===== src/verilog/actrim_defines.svh =====
// Offsets, field positions and frame timing for the converter trim bank.
// Assumes inclusion by bare name in the package and the design file.
`ifndef ACTRIM_DEFINES_SVH
`define ACTRIM_DEFINES_SVH

// ==========================================
// Register offsets on the configuration port
`define ACTRIM_ADDR_TB_S1 15'h0315
`define ACTRIM_ADDR_TA_S2 15'h031A
`define ACTRIM_ADDR_TB_S2 15'h031B
`define ACTRIM_ADDR_OA_D1_LO 15'h0344
`define ACTRIM_ADDR_OA_D1_HI 15'h0345
`define ACTRIM_ADDR_OA_D2_LO 15'h0346
`define ACTRIM_ADDR_OA_D2_HI 15'h0347

// ==========================================
// Field positions and reset values
`define ACTRIM_TIMING_MSB 7
`define ACTRIM_OFFSET_MSB 11
`define ACTRIM_RSVD_MSB 15
`define ACTRIM_TIMING_RST 8'h00
`define ACTRIM_OFFSET_RST 16'h0000
// Reserved nibbles of both offsets inside the stored register set
`define ACTRIM_RSVD_MASK 56'h00_0000_F000_F000
// Pin idle levels after reset: sclk low, sen_n high, sdi low
`define ACTRIM_SYNC_RST 3'h2

// ==========================================
// Frame layout: one read flag, 15 address bits, 8 data bits
`define ACTRIM_HDR_BITS 5'h10
`define ACTRIM_FRAME_BITS 5'h18
`define ACTRIM_RW_BIT 15

`endif


===== src/verilog/actrim_pkg.sv =====
// Types shared by the converter trim bank.
// Assumes actrim_defines.svh is on the include path.
`include "actrim_defines.svh"

package actrim_pkg;

  // ==========================================
  // Operating mode seen by the trim selection
  typedef struct packed {
    logic single_mode;   // Single channel when high, dual when low
    logic second_input;  // Second input pair sampled when high
    logic fg_cal_en;     // Foreground calibration enabled
  } actrim_mode_t;

  // ==========================================
  // Factory fuse image, also the stored register set
  typedef struct packed {
    logic [7:0] b_core_timing_trim_single_first_input;
    logic [7:0] a_core_timing_trim_single_second_input;
    logic [7:0] b_core_timing_trim_single_second_input;
    logic [15:0] a_core_offset_trim_dual_first_input;
    logic [15:0] a_core_offset_trim_dual_second_input;
  } actrim_regs_t;

  // ==========================================
  // Trims presented to the converter cores
  typedef struct packed {
    logic a_timing_valid;
    logic [7:0] a_timing;
    logic b_timing_valid;
    logic [7:0] b_timing;
    logic a_offset_valid;
    logic [11:0] a_offset;
  } actrim_applied_t;

endpackage : actrim_pkg


===== src/verilog/actrim_core.sv =====
// Trim register bank: serial configuration slave plus mode-based trim selection.
// Assumes pin inputs are asynchronous to clock; mode and fuse come from clock domain.
`timescale 1ns/10ps
`default_nettype none
`include "actrim_defines.svh"

// Contract
// [RL1] Timing trims are 8-bit read/write low byte
// [RL2] B timing first input: single, FG cal
// [RL3] A timing second input: single, FG cal
// [RL4] B timing second input: single, FG cal
// [RL5] Offset trims 12-bit, upper four reserved RW
// [RL6] A offset first input: dual, FG cal
// [RL7] A offset second input: dual, FG cal
// [RL8] Power-up contents loaded from fuse memory
// [RL9] Trims readable and writable by software
// [RL10] Values retained while other mode active
module actrim_core (
  input wire logic clock,
  input wire logic rst_n,
  input wire logic cfg_sclk,
  input wire logic cfg_sen_n,
  input wire logic cfg_sdi,
  output logic cfg_sdo,
  output logic cfg_sdo_oe,
  input wire actrim_pkg::actrim_mode_t mode,
  input wire actrim_pkg::actrim_regs_t fuse_image,
  output actrim_pkg::actrim_applied_t applied
);
  import actrim_pkg::*;

  // ==========================================
  // Pin synchronisers
  logic [2:0] sync1_q;
  logic [2:0] sync2_q;
  logic sclk_prev_q;
  logic sclk_s, sen_n_s, sdi_s, sclk_rise, sclk_fall;

  // Two flops per pin, then an edge history on the second stage
  always_ff @(posedge clock or negedge rst_n) begin
    if (!rst_n) begin
      sync1_q <= `ACTRIM_SYNC_RST; // Idle levels, so no false sclk edge follows reset
      sync2_q <= `ACTRIM_SYNC_RST;
      sclk_prev_q <= 1'b0;
    end else begin
      sync1_q <= {cfg_sclk, cfg_sen_n, cfg_sdi};
      sync2_q <= sync1_q;
      sclk_prev_q <= sync2_q[2];
    end
  end

  assign sclk_s = sync2_q[2];
  assign sen_n_s = sync2_q[1];
  assign sdi_s = sync2_q[0];
  assign sclk_rise = sclk_s && !sclk_prev_q && !sen_n_s;
  assign sclk_fall = !sclk_s && sclk_prev_q && !sen_n_s;

  // ==========================================
  // Frame shifter
  logic [4:0] bit_cnt_q;
  logic [23:0] shift_q;
  logic [23:0] shift_d;
  logic [14:0] addr_q;
  logic reading_q;
  logic [7:0] sdo_sh_q;
  logic sdo_q;
  logic wr_en;

  assign shift_d = {shift_q[22:0], sdi_s};
  assign wr_en = sclk_rise && (bit_cnt_q == `ACTRIM_FRAME_BITS - 5'h01) && !reading_q;

  // Read data for one byte address
  function automatic logic [7:0] rd_byte(input logic [14:0] a, input actrim_regs_t r);
    logic [7:0] v;
    v = 8'h00;
    unique case (a)
      `ACTRIM_ADDR_TB_S1: v = r.b_core_timing_trim_single_first_input;
      `ACTRIM_ADDR_TA_S2: v = r.a_core_timing_trim_single_second_input;
      `ACTRIM_ADDR_TB_S2: v = r.b_core_timing_trim_single_second_input;
      `ACTRIM_ADDR_OA_D1_LO: v = r.a_core_offset_trim_dual_first_input[7:0];
      `ACTRIM_ADDR_OA_D1_HI: v = r.a_core_offset_trim_dual_first_input[15:8];
      `ACTRIM_ADDR_OA_D2_LO: v = r.a_core_offset_trim_dual_second_input[7:0];
      `ACTRIM_ADDR_OA_D2_HI: v = r.a_core_offset_trim_dual_second_input[15:8];
      default: v = 8'h00;
    endcase
    return v;
  endfunction : rd_byte

  actrim_regs_t regs_q;

  // Bit counting, header capture, readback shift
  always_ff @(posedge clock or negedge rst_n) begin
    if (!rst_n) begin
      bit_cnt_q <= 5'h00;
      shift_q <= 24'h00_0000;
      addr_q <= 15'h0000;
      reading_q <= 1'b0;
      sdo_sh_q <= 8'h00;
      sdo_q <= 1'b0;
    end else if (sen_n_s) begin
      bit_cnt_q <= 5'h00;
      reading_q <= 1'b0;
      sdo_q <= 1'b0;
    end else begin
      if (sclk_rise && bit_cnt_q != `ACTRIM_FRAME_BITS) begin
        shift_q <= shift_d;
        bit_cnt_q <= bit_cnt_q + 5'h01;
        if (bit_cnt_q == `ACTRIM_HDR_BITS - 5'h01) begin
          addr_q <= shift_d[14:0];
          reading_q <= shift_d[`ACTRIM_RW_BIT];
          sdo_sh_q <= rd_byte(shift_d[14:0], regs_q); // see [RL9]
        end
      end
      if (sclk_fall && reading_q && bit_cnt_q >= `ACTRIM_HDR_BITS) begin
        sdo_q <= sdo_sh_q[7];
        sdo_sh_q <= {sdo_sh_q[6:0], 1'b0};
      end
    end
  end

  assign cfg_sdo = sdo_q;
  assign cfg_sdo_oe = reading_q && !sen_n_s;

  // ==========================================
  // Register storage with fuse load
  logic load_pend_q;

  // Fuse image taken once, at the first edge after reset release
  always_ff @(posedge clock or negedge rst_n) begin
    if (!rst_n) begin
      load_pend_q <= 1'b1;
    end else begin
      load_pend_q <= 1'b0;
    end
  end

  // Byte writes; offsets keep all 16 bits including reserved nibble
  always_ff @(posedge clock or negedge rst_n) begin
    if (!rst_n) begin
      regs_q.b_core_timing_trim_single_first_input <= `ACTRIM_TIMING_RST;
      regs_q.a_core_timing_trim_single_second_input <= `ACTRIM_TIMING_RST;
      regs_q.b_core_timing_trim_single_second_input <= `ACTRIM_TIMING_RST;
      regs_q.a_core_offset_trim_dual_first_input <= `ACTRIM_OFFSET_RST;
      regs_q.a_core_offset_trim_dual_second_input <= `ACTRIM_OFFSET_RST;
    end else if (load_pend_q) begin
      regs_q <= fuse_image & ~`ACTRIM_RSVD_MASK; // see [RL8] [RL5]
    end else if (wr_en) begin // see [RL10]
      unique case (addr_q)
        `ACTRIM_ADDR_TB_S1: regs_q.b_core_timing_trim_single_first_input <= shift_d[7:0]; // see [RL1]
        `ACTRIM_ADDR_TA_S2: regs_q.a_core_timing_trim_single_second_input <= shift_d[7:0];
        `ACTRIM_ADDR_TB_S2: regs_q.b_core_timing_trim_single_second_input <= shift_d[7:0];
        `ACTRIM_ADDR_OA_D1_LO: regs_q.a_core_offset_trim_dual_first_input[7:0] <= shift_d[7:0];
        `ACTRIM_ADDR_OA_D1_HI: regs_q.a_core_offset_trim_dual_first_input[15:8] <= shift_d[7:0]; // see [RL5]
        `ACTRIM_ADDR_OA_D2_LO: regs_q.a_core_offset_trim_dual_second_input[7:0] <= shift_d[7:0];
        `ACTRIM_ADDR_OA_D2_HI: regs_q.a_core_offset_trim_dual_second_input[15:8] <= shift_d[7:0];
        default: ;
      endcase
    end
  end

  // ==========================================
  // Trim selection by mode
  logic sel_tb_s1, sel_ta_s2, sel_tb_s2, sel_oa_d1, sel_oa_d2;
  actrim_applied_t applied_q;

  assign sel_tb_s1 = mode.single_mode && !mode.second_input && mode.fg_cal_en;
  assign sel_ta_s2 = mode.single_mode && mode.second_input && mode.fg_cal_en;
  assign sel_tb_s2 = sel_ta_s2;
  assign sel_oa_d1 = !mode.single_mode && !mode.second_input && mode.fg_cal_en;
  assign sel_oa_d2 = !mode.single_mode && mode.second_input && mode.fg_cal_en;

  // Registered trims; zero with valid low when no stored trim qualifies
  always_ff @(posedge clock or negedge rst_n) begin
    if (!rst_n) begin
      applied_q <= '0;
    end else begin
      applied_q.a_timing_valid <= sel_ta_s2; // see [RL3]
      applied_q.a_timing <= sel_ta_s2 ? regs_q.a_core_timing_trim_single_second_input : 8'h00;
      applied_q.b_timing_valid <= sel_tb_s1 || sel_tb_s2;
      applied_q.b_timing <= sel_tb_s1 ? regs_q.b_core_timing_trim_single_first_input : // see [RL2]
        sel_tb_s2 ? regs_q.b_core_timing_trim_single_second_input : 8'h00; // see [RL4]
      applied_q.a_offset_valid <= sel_oa_d1 || sel_oa_d2;
      applied_q.a_offset <= sel_oa_d1 ? regs_q.a_core_offset_trim_dual_first_input[11:0] : // see [RL6]
        sel_oa_d2 ? regs_q.a_core_offset_trim_dual_second_input[11:0] : 12'h000; // see [RL7]
    end
  end

  assign applied = applied_q;

  // ==========================================
  // Checks
  property p_rl2;
    @(posedge clock) disable iff (!rst_n)
      sel_tb_s1 |=> applied.b_timing_valid
        && applied.b_timing == $past(regs_q.b_core_timing_trim_single_first_input);
  endproperty
  a_rl2: assert property (p_rl2) else $error("B first input timing trim not applied"); // see [RL2]

  property p_rl3;
    @(posedge clock) disable iff (!rst_n)
      sel_ta_s2 |=> applied.a_timing == $past(regs_q.a_core_timing_trim_single_second_input);
  endproperty
  a_rl3: assert property (p_rl3) else $error("A second input timing trim not applied"); // see [RL3]

  property p_rl4;
    @(posedge clock) disable iff (!rst_n)
      sel_tb_s2 |=> applied.b_timing == $past(regs_q.b_core_timing_trim_single_second_input);
  endproperty
  a_rl4: assert property (p_rl4) else $error("B second input timing trim not applied"); // see [RL4]

  property p_rl6;
    @(posedge clock) disable iff (!rst_n)
      sel_oa_d1 |=> applied.a_offset_valid
        && applied.a_offset == $past(regs_q.a_core_offset_trim_dual_first_input[11:0]);
  endproperty
  a_rl6: assert property (p_rl6) else $error("A first input offset not applied"); // see [RL6]

  property p_rl7;
    @(posedge clock) disable iff (!rst_n)
      sel_oa_d2 |=> applied.a_offset == $past(regs_q.a_core_offset_trim_dual_second_input[11:0]);
  endproperty
  a_rl7: assert property (p_rl7) else $error("A second input offset not applied"); // see [RL7]

  property p_rl8;
    @(posedge clock) disable iff (!rst_n)
      load_pend_q |=> regs_q == ($past(fuse_image) & ~`ACTRIM_RSVD_MASK) && !load_pend_q;
  endproperty
  a_rl8: assert property (p_rl8) else $error("Fuse image not loaded after reset"); // see [RL8]

  property p_rl1;
    @(posedge clock) disable iff (!rst_n)
      wr_en && addr_q == `ACTRIM_ADDR_TA_S2 && !load_pend_q
        |=> regs_q.a_core_timing_trim_single_second_input == $past(shift_d[7:0]);
  endproperty
  a_rl1: assert property (p_rl1) else $error("Timing trim write lost"); // see [RL1]

  property p_rl5;
    @(posedge clock) disable iff (!rst_n)
      wr_en && addr_q == `ACTRIM_ADDR_OA_D2_HI && !load_pend_q
        |=> regs_q.a_core_offset_trim_dual_second_input[15:8] == $past(shift_d[7:0]);
  endproperty
  a_rl5: assert property (p_rl5) else $error("Offset high byte write lost"); // see [RL5]

  property p_rl10;
    @(posedge clock) disable iff (!rst_n)
      !wr_en && !load_pend_q |=> $stable(regs_q);
  endproperty
  a_rl10: assert property (p_rl10) else $error("Trim changed without a write"); // see [RL10]

  property p_rl9;
    @(posedge clock) disable iff (!rst_n)
      sclk_rise && bit_cnt_q == `ACTRIM_HDR_BITS - 5'h01 && shift_d[`ACTRIM_RW_BIT]
        |=> sdo_sh_q == rd_byte($past(shift_d[14:0]), $past(regs_q)) ##1 cfg_sdo_oe;
  endproperty
  a_rl9: assert property (p_rl9) else $error("Readback byte wrong"); // see [RL9]

endmodule : actrim_core
`default_nettype wire


===== config.mk =====
export PLATFORM = sky130hd
export DESIGN_NAME = actrim_core
export DESIGN_NICKNAME = d
export VERILOG_FILES = /design/src/verilog/actrim_pkg.sv /design/src/verilog/actrim_core.sv
export VERILOG_INCLUDE_DIRS = /design/src /design/src/verilog
export SDC_FILE = /design/constraint.sdc
export NUM_CORES = 1
export LEC_CHECK = 0
export BUFFER_PORTS_ARGS = -buffer_cell sky130_fd_sc_hd__buf_2
export CAP_MARGIN = 20
export CORE_MARGIN = 2
export CORE_UTILIZATION = 40
export CTS_CLUSTER_SIZE = 30
export DETAILED_ROUTE_END_ITERATION = 6
export PLACE_DENSITY = 0.56
export SETUP_SLACK_MARGIN = 0.2
export SLEW_MARGIN = 20
export SYNTH_ARGS = -nofsm -noshare
export SYNTH_HDL_FRONTEND = slang
export SYNTH_SLANG_ARGS = --single-unit

===== constraint.sdc =====
create_clock -name clock -period 3.4 [get_ports clock]
set_clock_uncertainty 0.05 [all_clocks]
set_input_delay 0.34 -clock clock [delete_from_list [all_inputs] [get_ports clock]]
set_output_delay 0.34 -clock clock [all_outputs]
set_load 0.03 [all_outputs]

==> impl_metrics.yaml <==
run_status:
  status: "complete, no violations"
synth:
  ys_seq_area_frac: 0.528
  syn_area_um2: 6640
  synth_top_area_cell: "dfrtp_1"
  synth-seq-cells: 140
  yosysTopAreaCellShare: 0.516
  syn_nets: 635
  yosysMostFrequentCell: "dfrtp_1"
  synth-main-ff-cell: "dfrtp_1"
  syn_inst: 568
  synth_cell_type_count: 51
  async_reset_ff_frac: 1.00
  synth_common_cells: "dfrtp_1 (137), mux2_2 (80), nand2_1 (79)"
  synth_edf_count: 0
  ys_top_cells_by_area: "dfrtp_1 (52%), mux2_2 (14%), mux2i_1 (6.2%), nand2_1 (4.5%), nor2_1 (2.1%)"
  syn_area_per_cell_um2: 11.7
  yosys_warnings: 0
timing:
  period_needed_ns: 2.71
  maxSlewViolCount: 0
  rsz0062_at_grt: "no"
  worst_slew_pin_slew_ns: 0.828
  post-route-period-util: 0.796
  setup_viol: 0
  hold_viol_final: 0
  tns_ns: 0
  maxSlewHeadroom: 0.448
  max_freq_ghz: 0.370
clock_network:
  clk_pin_slew_ns: 0.06
  clockBufferDepth: 2
  insertion_delay_ns: 0.43
  htree_levels: 4
  root_buffer: "clkbuf_16"
  post_cts_buffers: 0
  cts_num_sinks: 140
  cts_buffers: 17
  cts_tree: "done"
global_routing:
  grt_pass1_vias: 4908
  grtUsageTotal: 0.199
  grt_pass1_wl_mm: 27.2
  antenna_found_initial: 0
  grt_max_degree: 78
  grt-ovfl-total: 0
die:
  rows: 47
  die_area_um2: 17700
  ios: 97
  die_w_um: 133
  initial_core_util: 0.405
  die_h_um: 133
  coreArea_um2: 16400
drt:
  finalWirelength_mm: 16.7
  vias: 4718
  route.met2.wl_mm: 7.61
  wl_met3_um: 730
  final_antenna_net_count: 0
  drt_iter0_markers: 343
  via_per_inst: 5.26
  wl_per_cell_um: 18.6
  firstDrtPassIters: 4
  met1_length_mm: 8.17
  drc: 0
  highest_layer: "met4"
power_and_ir_drop:
  power.leakage_uw: 0.00393
  vdd_ir_drop_max_mv: 0.360
  powerDensity_nw_per_um2: 565
layout:
  syn_to_final_growth_pct: 21.0
  fillers: 1500
  design_area_um2: 8040
  drive_gt1_frac: 0.357
  nets: 731
  diodes: 0
place:
  gp_congestion: 0.863
  dp_hpwl_mm: 11.4
  port_buffers: 88
  placed_area_um2: 7370
critical_path:
  cpMostUsedCell: "a22oi_1"
  path_class: "reg -> reg"
  crit_path_max_fanout: 19
  arrival_ns: 2.99
  cp_data_required_time_ns: 3.68
  worstPathCellList: "or4b_1, nor4_2, a22oi_1, and3_1, a22oi_1"
  endpoint_kind: "register"
  cp-start-kind: "register"
  cpPeakStageDelay_ns: 0.81
  crit_slowest_cell: "dfrtp_1"
job:
  cap_violations: 0
min_path:
  timing.hold.worst.class: "in -> reg"
[report_power, final]
part	internal [µW]	switching, µW	leakage [µW]
Combinational	274	374	0.00183
Clock	1270	711	0.000301
Sequential	1790	125	0.00180
[state kept, by name (all words and copies together) (netlist names)]
| signal | cells |
|---|---|
| addr_q | 15 |
| regs_q | 56 |
| bit_cnt_q | 5 |
| sync1_q | 3 |
| shift_q | 15 |
| reading_q | 1 |
| cfg_sdo | 1 |
| applied | 31 |
| load_pend_q | 1 |
| sclk_prev_q | 1 |
| sdo_sh_q | 8 |
| sync2_q | 3 |
[stage by stage]
stage,total power (µW),std cells,hold slack (ns),setup slack (ns),utilization
3_5_place_dp,2590,861,0.286,0.671,0.449
6_report,4540,897,0.0760,0.695,0.490
4_1_cts,4580,897,0.0674,0.666,0.490
2_1_floorplan,2300,568,-0.00559,1.02,-
3_3_place_gp,2570,861,0.283,0.684,0.449
5_1_grt,4720,897,0.0795,0.426,0.490
[cells by family after synthesis]
kind of cell,count (synthesis),synth area share
adder cells (fa/ha/maj),3,0.00565
AO/OA/AOI/OAI,64,0.0646
multiplexers,129,0.215
other,1,0.000565
buffers and inverters,40,0.0241
XOR/XNOR,3,0.00396
AND/OR/NAND/NOR,188,0.158
flip-flops,140,0.528
[layer usage]
layer,vias to the layer above,global-route usage
met3,15,0.0402
li1,2219,-
met4,0,0.0591
met1,2381,0.287
met5,-,0
met2,103,0.306
[worst paths after layout]
kind | from | endpoint | slack, ns | cells after the start
worst max-delay path | shift_q[0] | sdo_sh_q[3] | 0.69 | 5
worst min-delay path | fuse_image[11] | regs_q[11] | 0.08 | 3
worst max register to register | shift_q[0] | sdo_sh_q[3] | 0.69 | 5
worst min register to register | sync1_q[0] | sync2_q[0] | 0.30 | 0
max in group asynchronous | rst_n | applied[15] | 2.01 | 3
min in group asynchronous | rst_n | sync1_q[2] | 0.47 | 2
[layout make-up]
cell class                 instances  area (µm²)  share of cell area
clock buffer                      22         464              0.0577
inverter                           5        18.8             0.00233
clock inverter                    10         163              0.0202
sequential                       140        3510               0.436
multi-input combinational        388        2980               0.370
tap                              220         275              0.0342
timing repair buffer             112         637              0.0792
[cells in the final DEF (no fill, tap or decap), types with 4 or more instances in the layout]
master           n
dfrtp_1        137
buf_2           87
mux2_2          80
nand2_1         79
mux2i_1         41
nor2_1          37
o21ai_0         25
buf_4           20
clkbuf_16       17
and2_1          11
a22oi_1         11
a22o_1           9
nor4_2           8
mux2_4           8
nand3b_1         7
a221oi_1         7
and3_1           6
nand3_1          6
inv_1            5
a21oi_1          4
nor4bb_1         4
bufinv_16        4
dlygate4sd3_1    4
[critical path: cells and delay by family, from the launching register on]
| family | cells | cell delay [ns] |
|---|---|---|
| DFF | 1 | 0.81 |
| AOI/OAI and AO/OA | 2 | 0.36 |
| and+or+nand+nor | 3 | 1.39 |
[timing repair]
item                                   in CTS  in global routing
hold buffers                                4                  0
endpoints found under the hold margin      74                  0
setup endpoints to repair                   0                  0
resized for setup                           0                  0
Note: power is estimated with default switching activity, not from simulation.
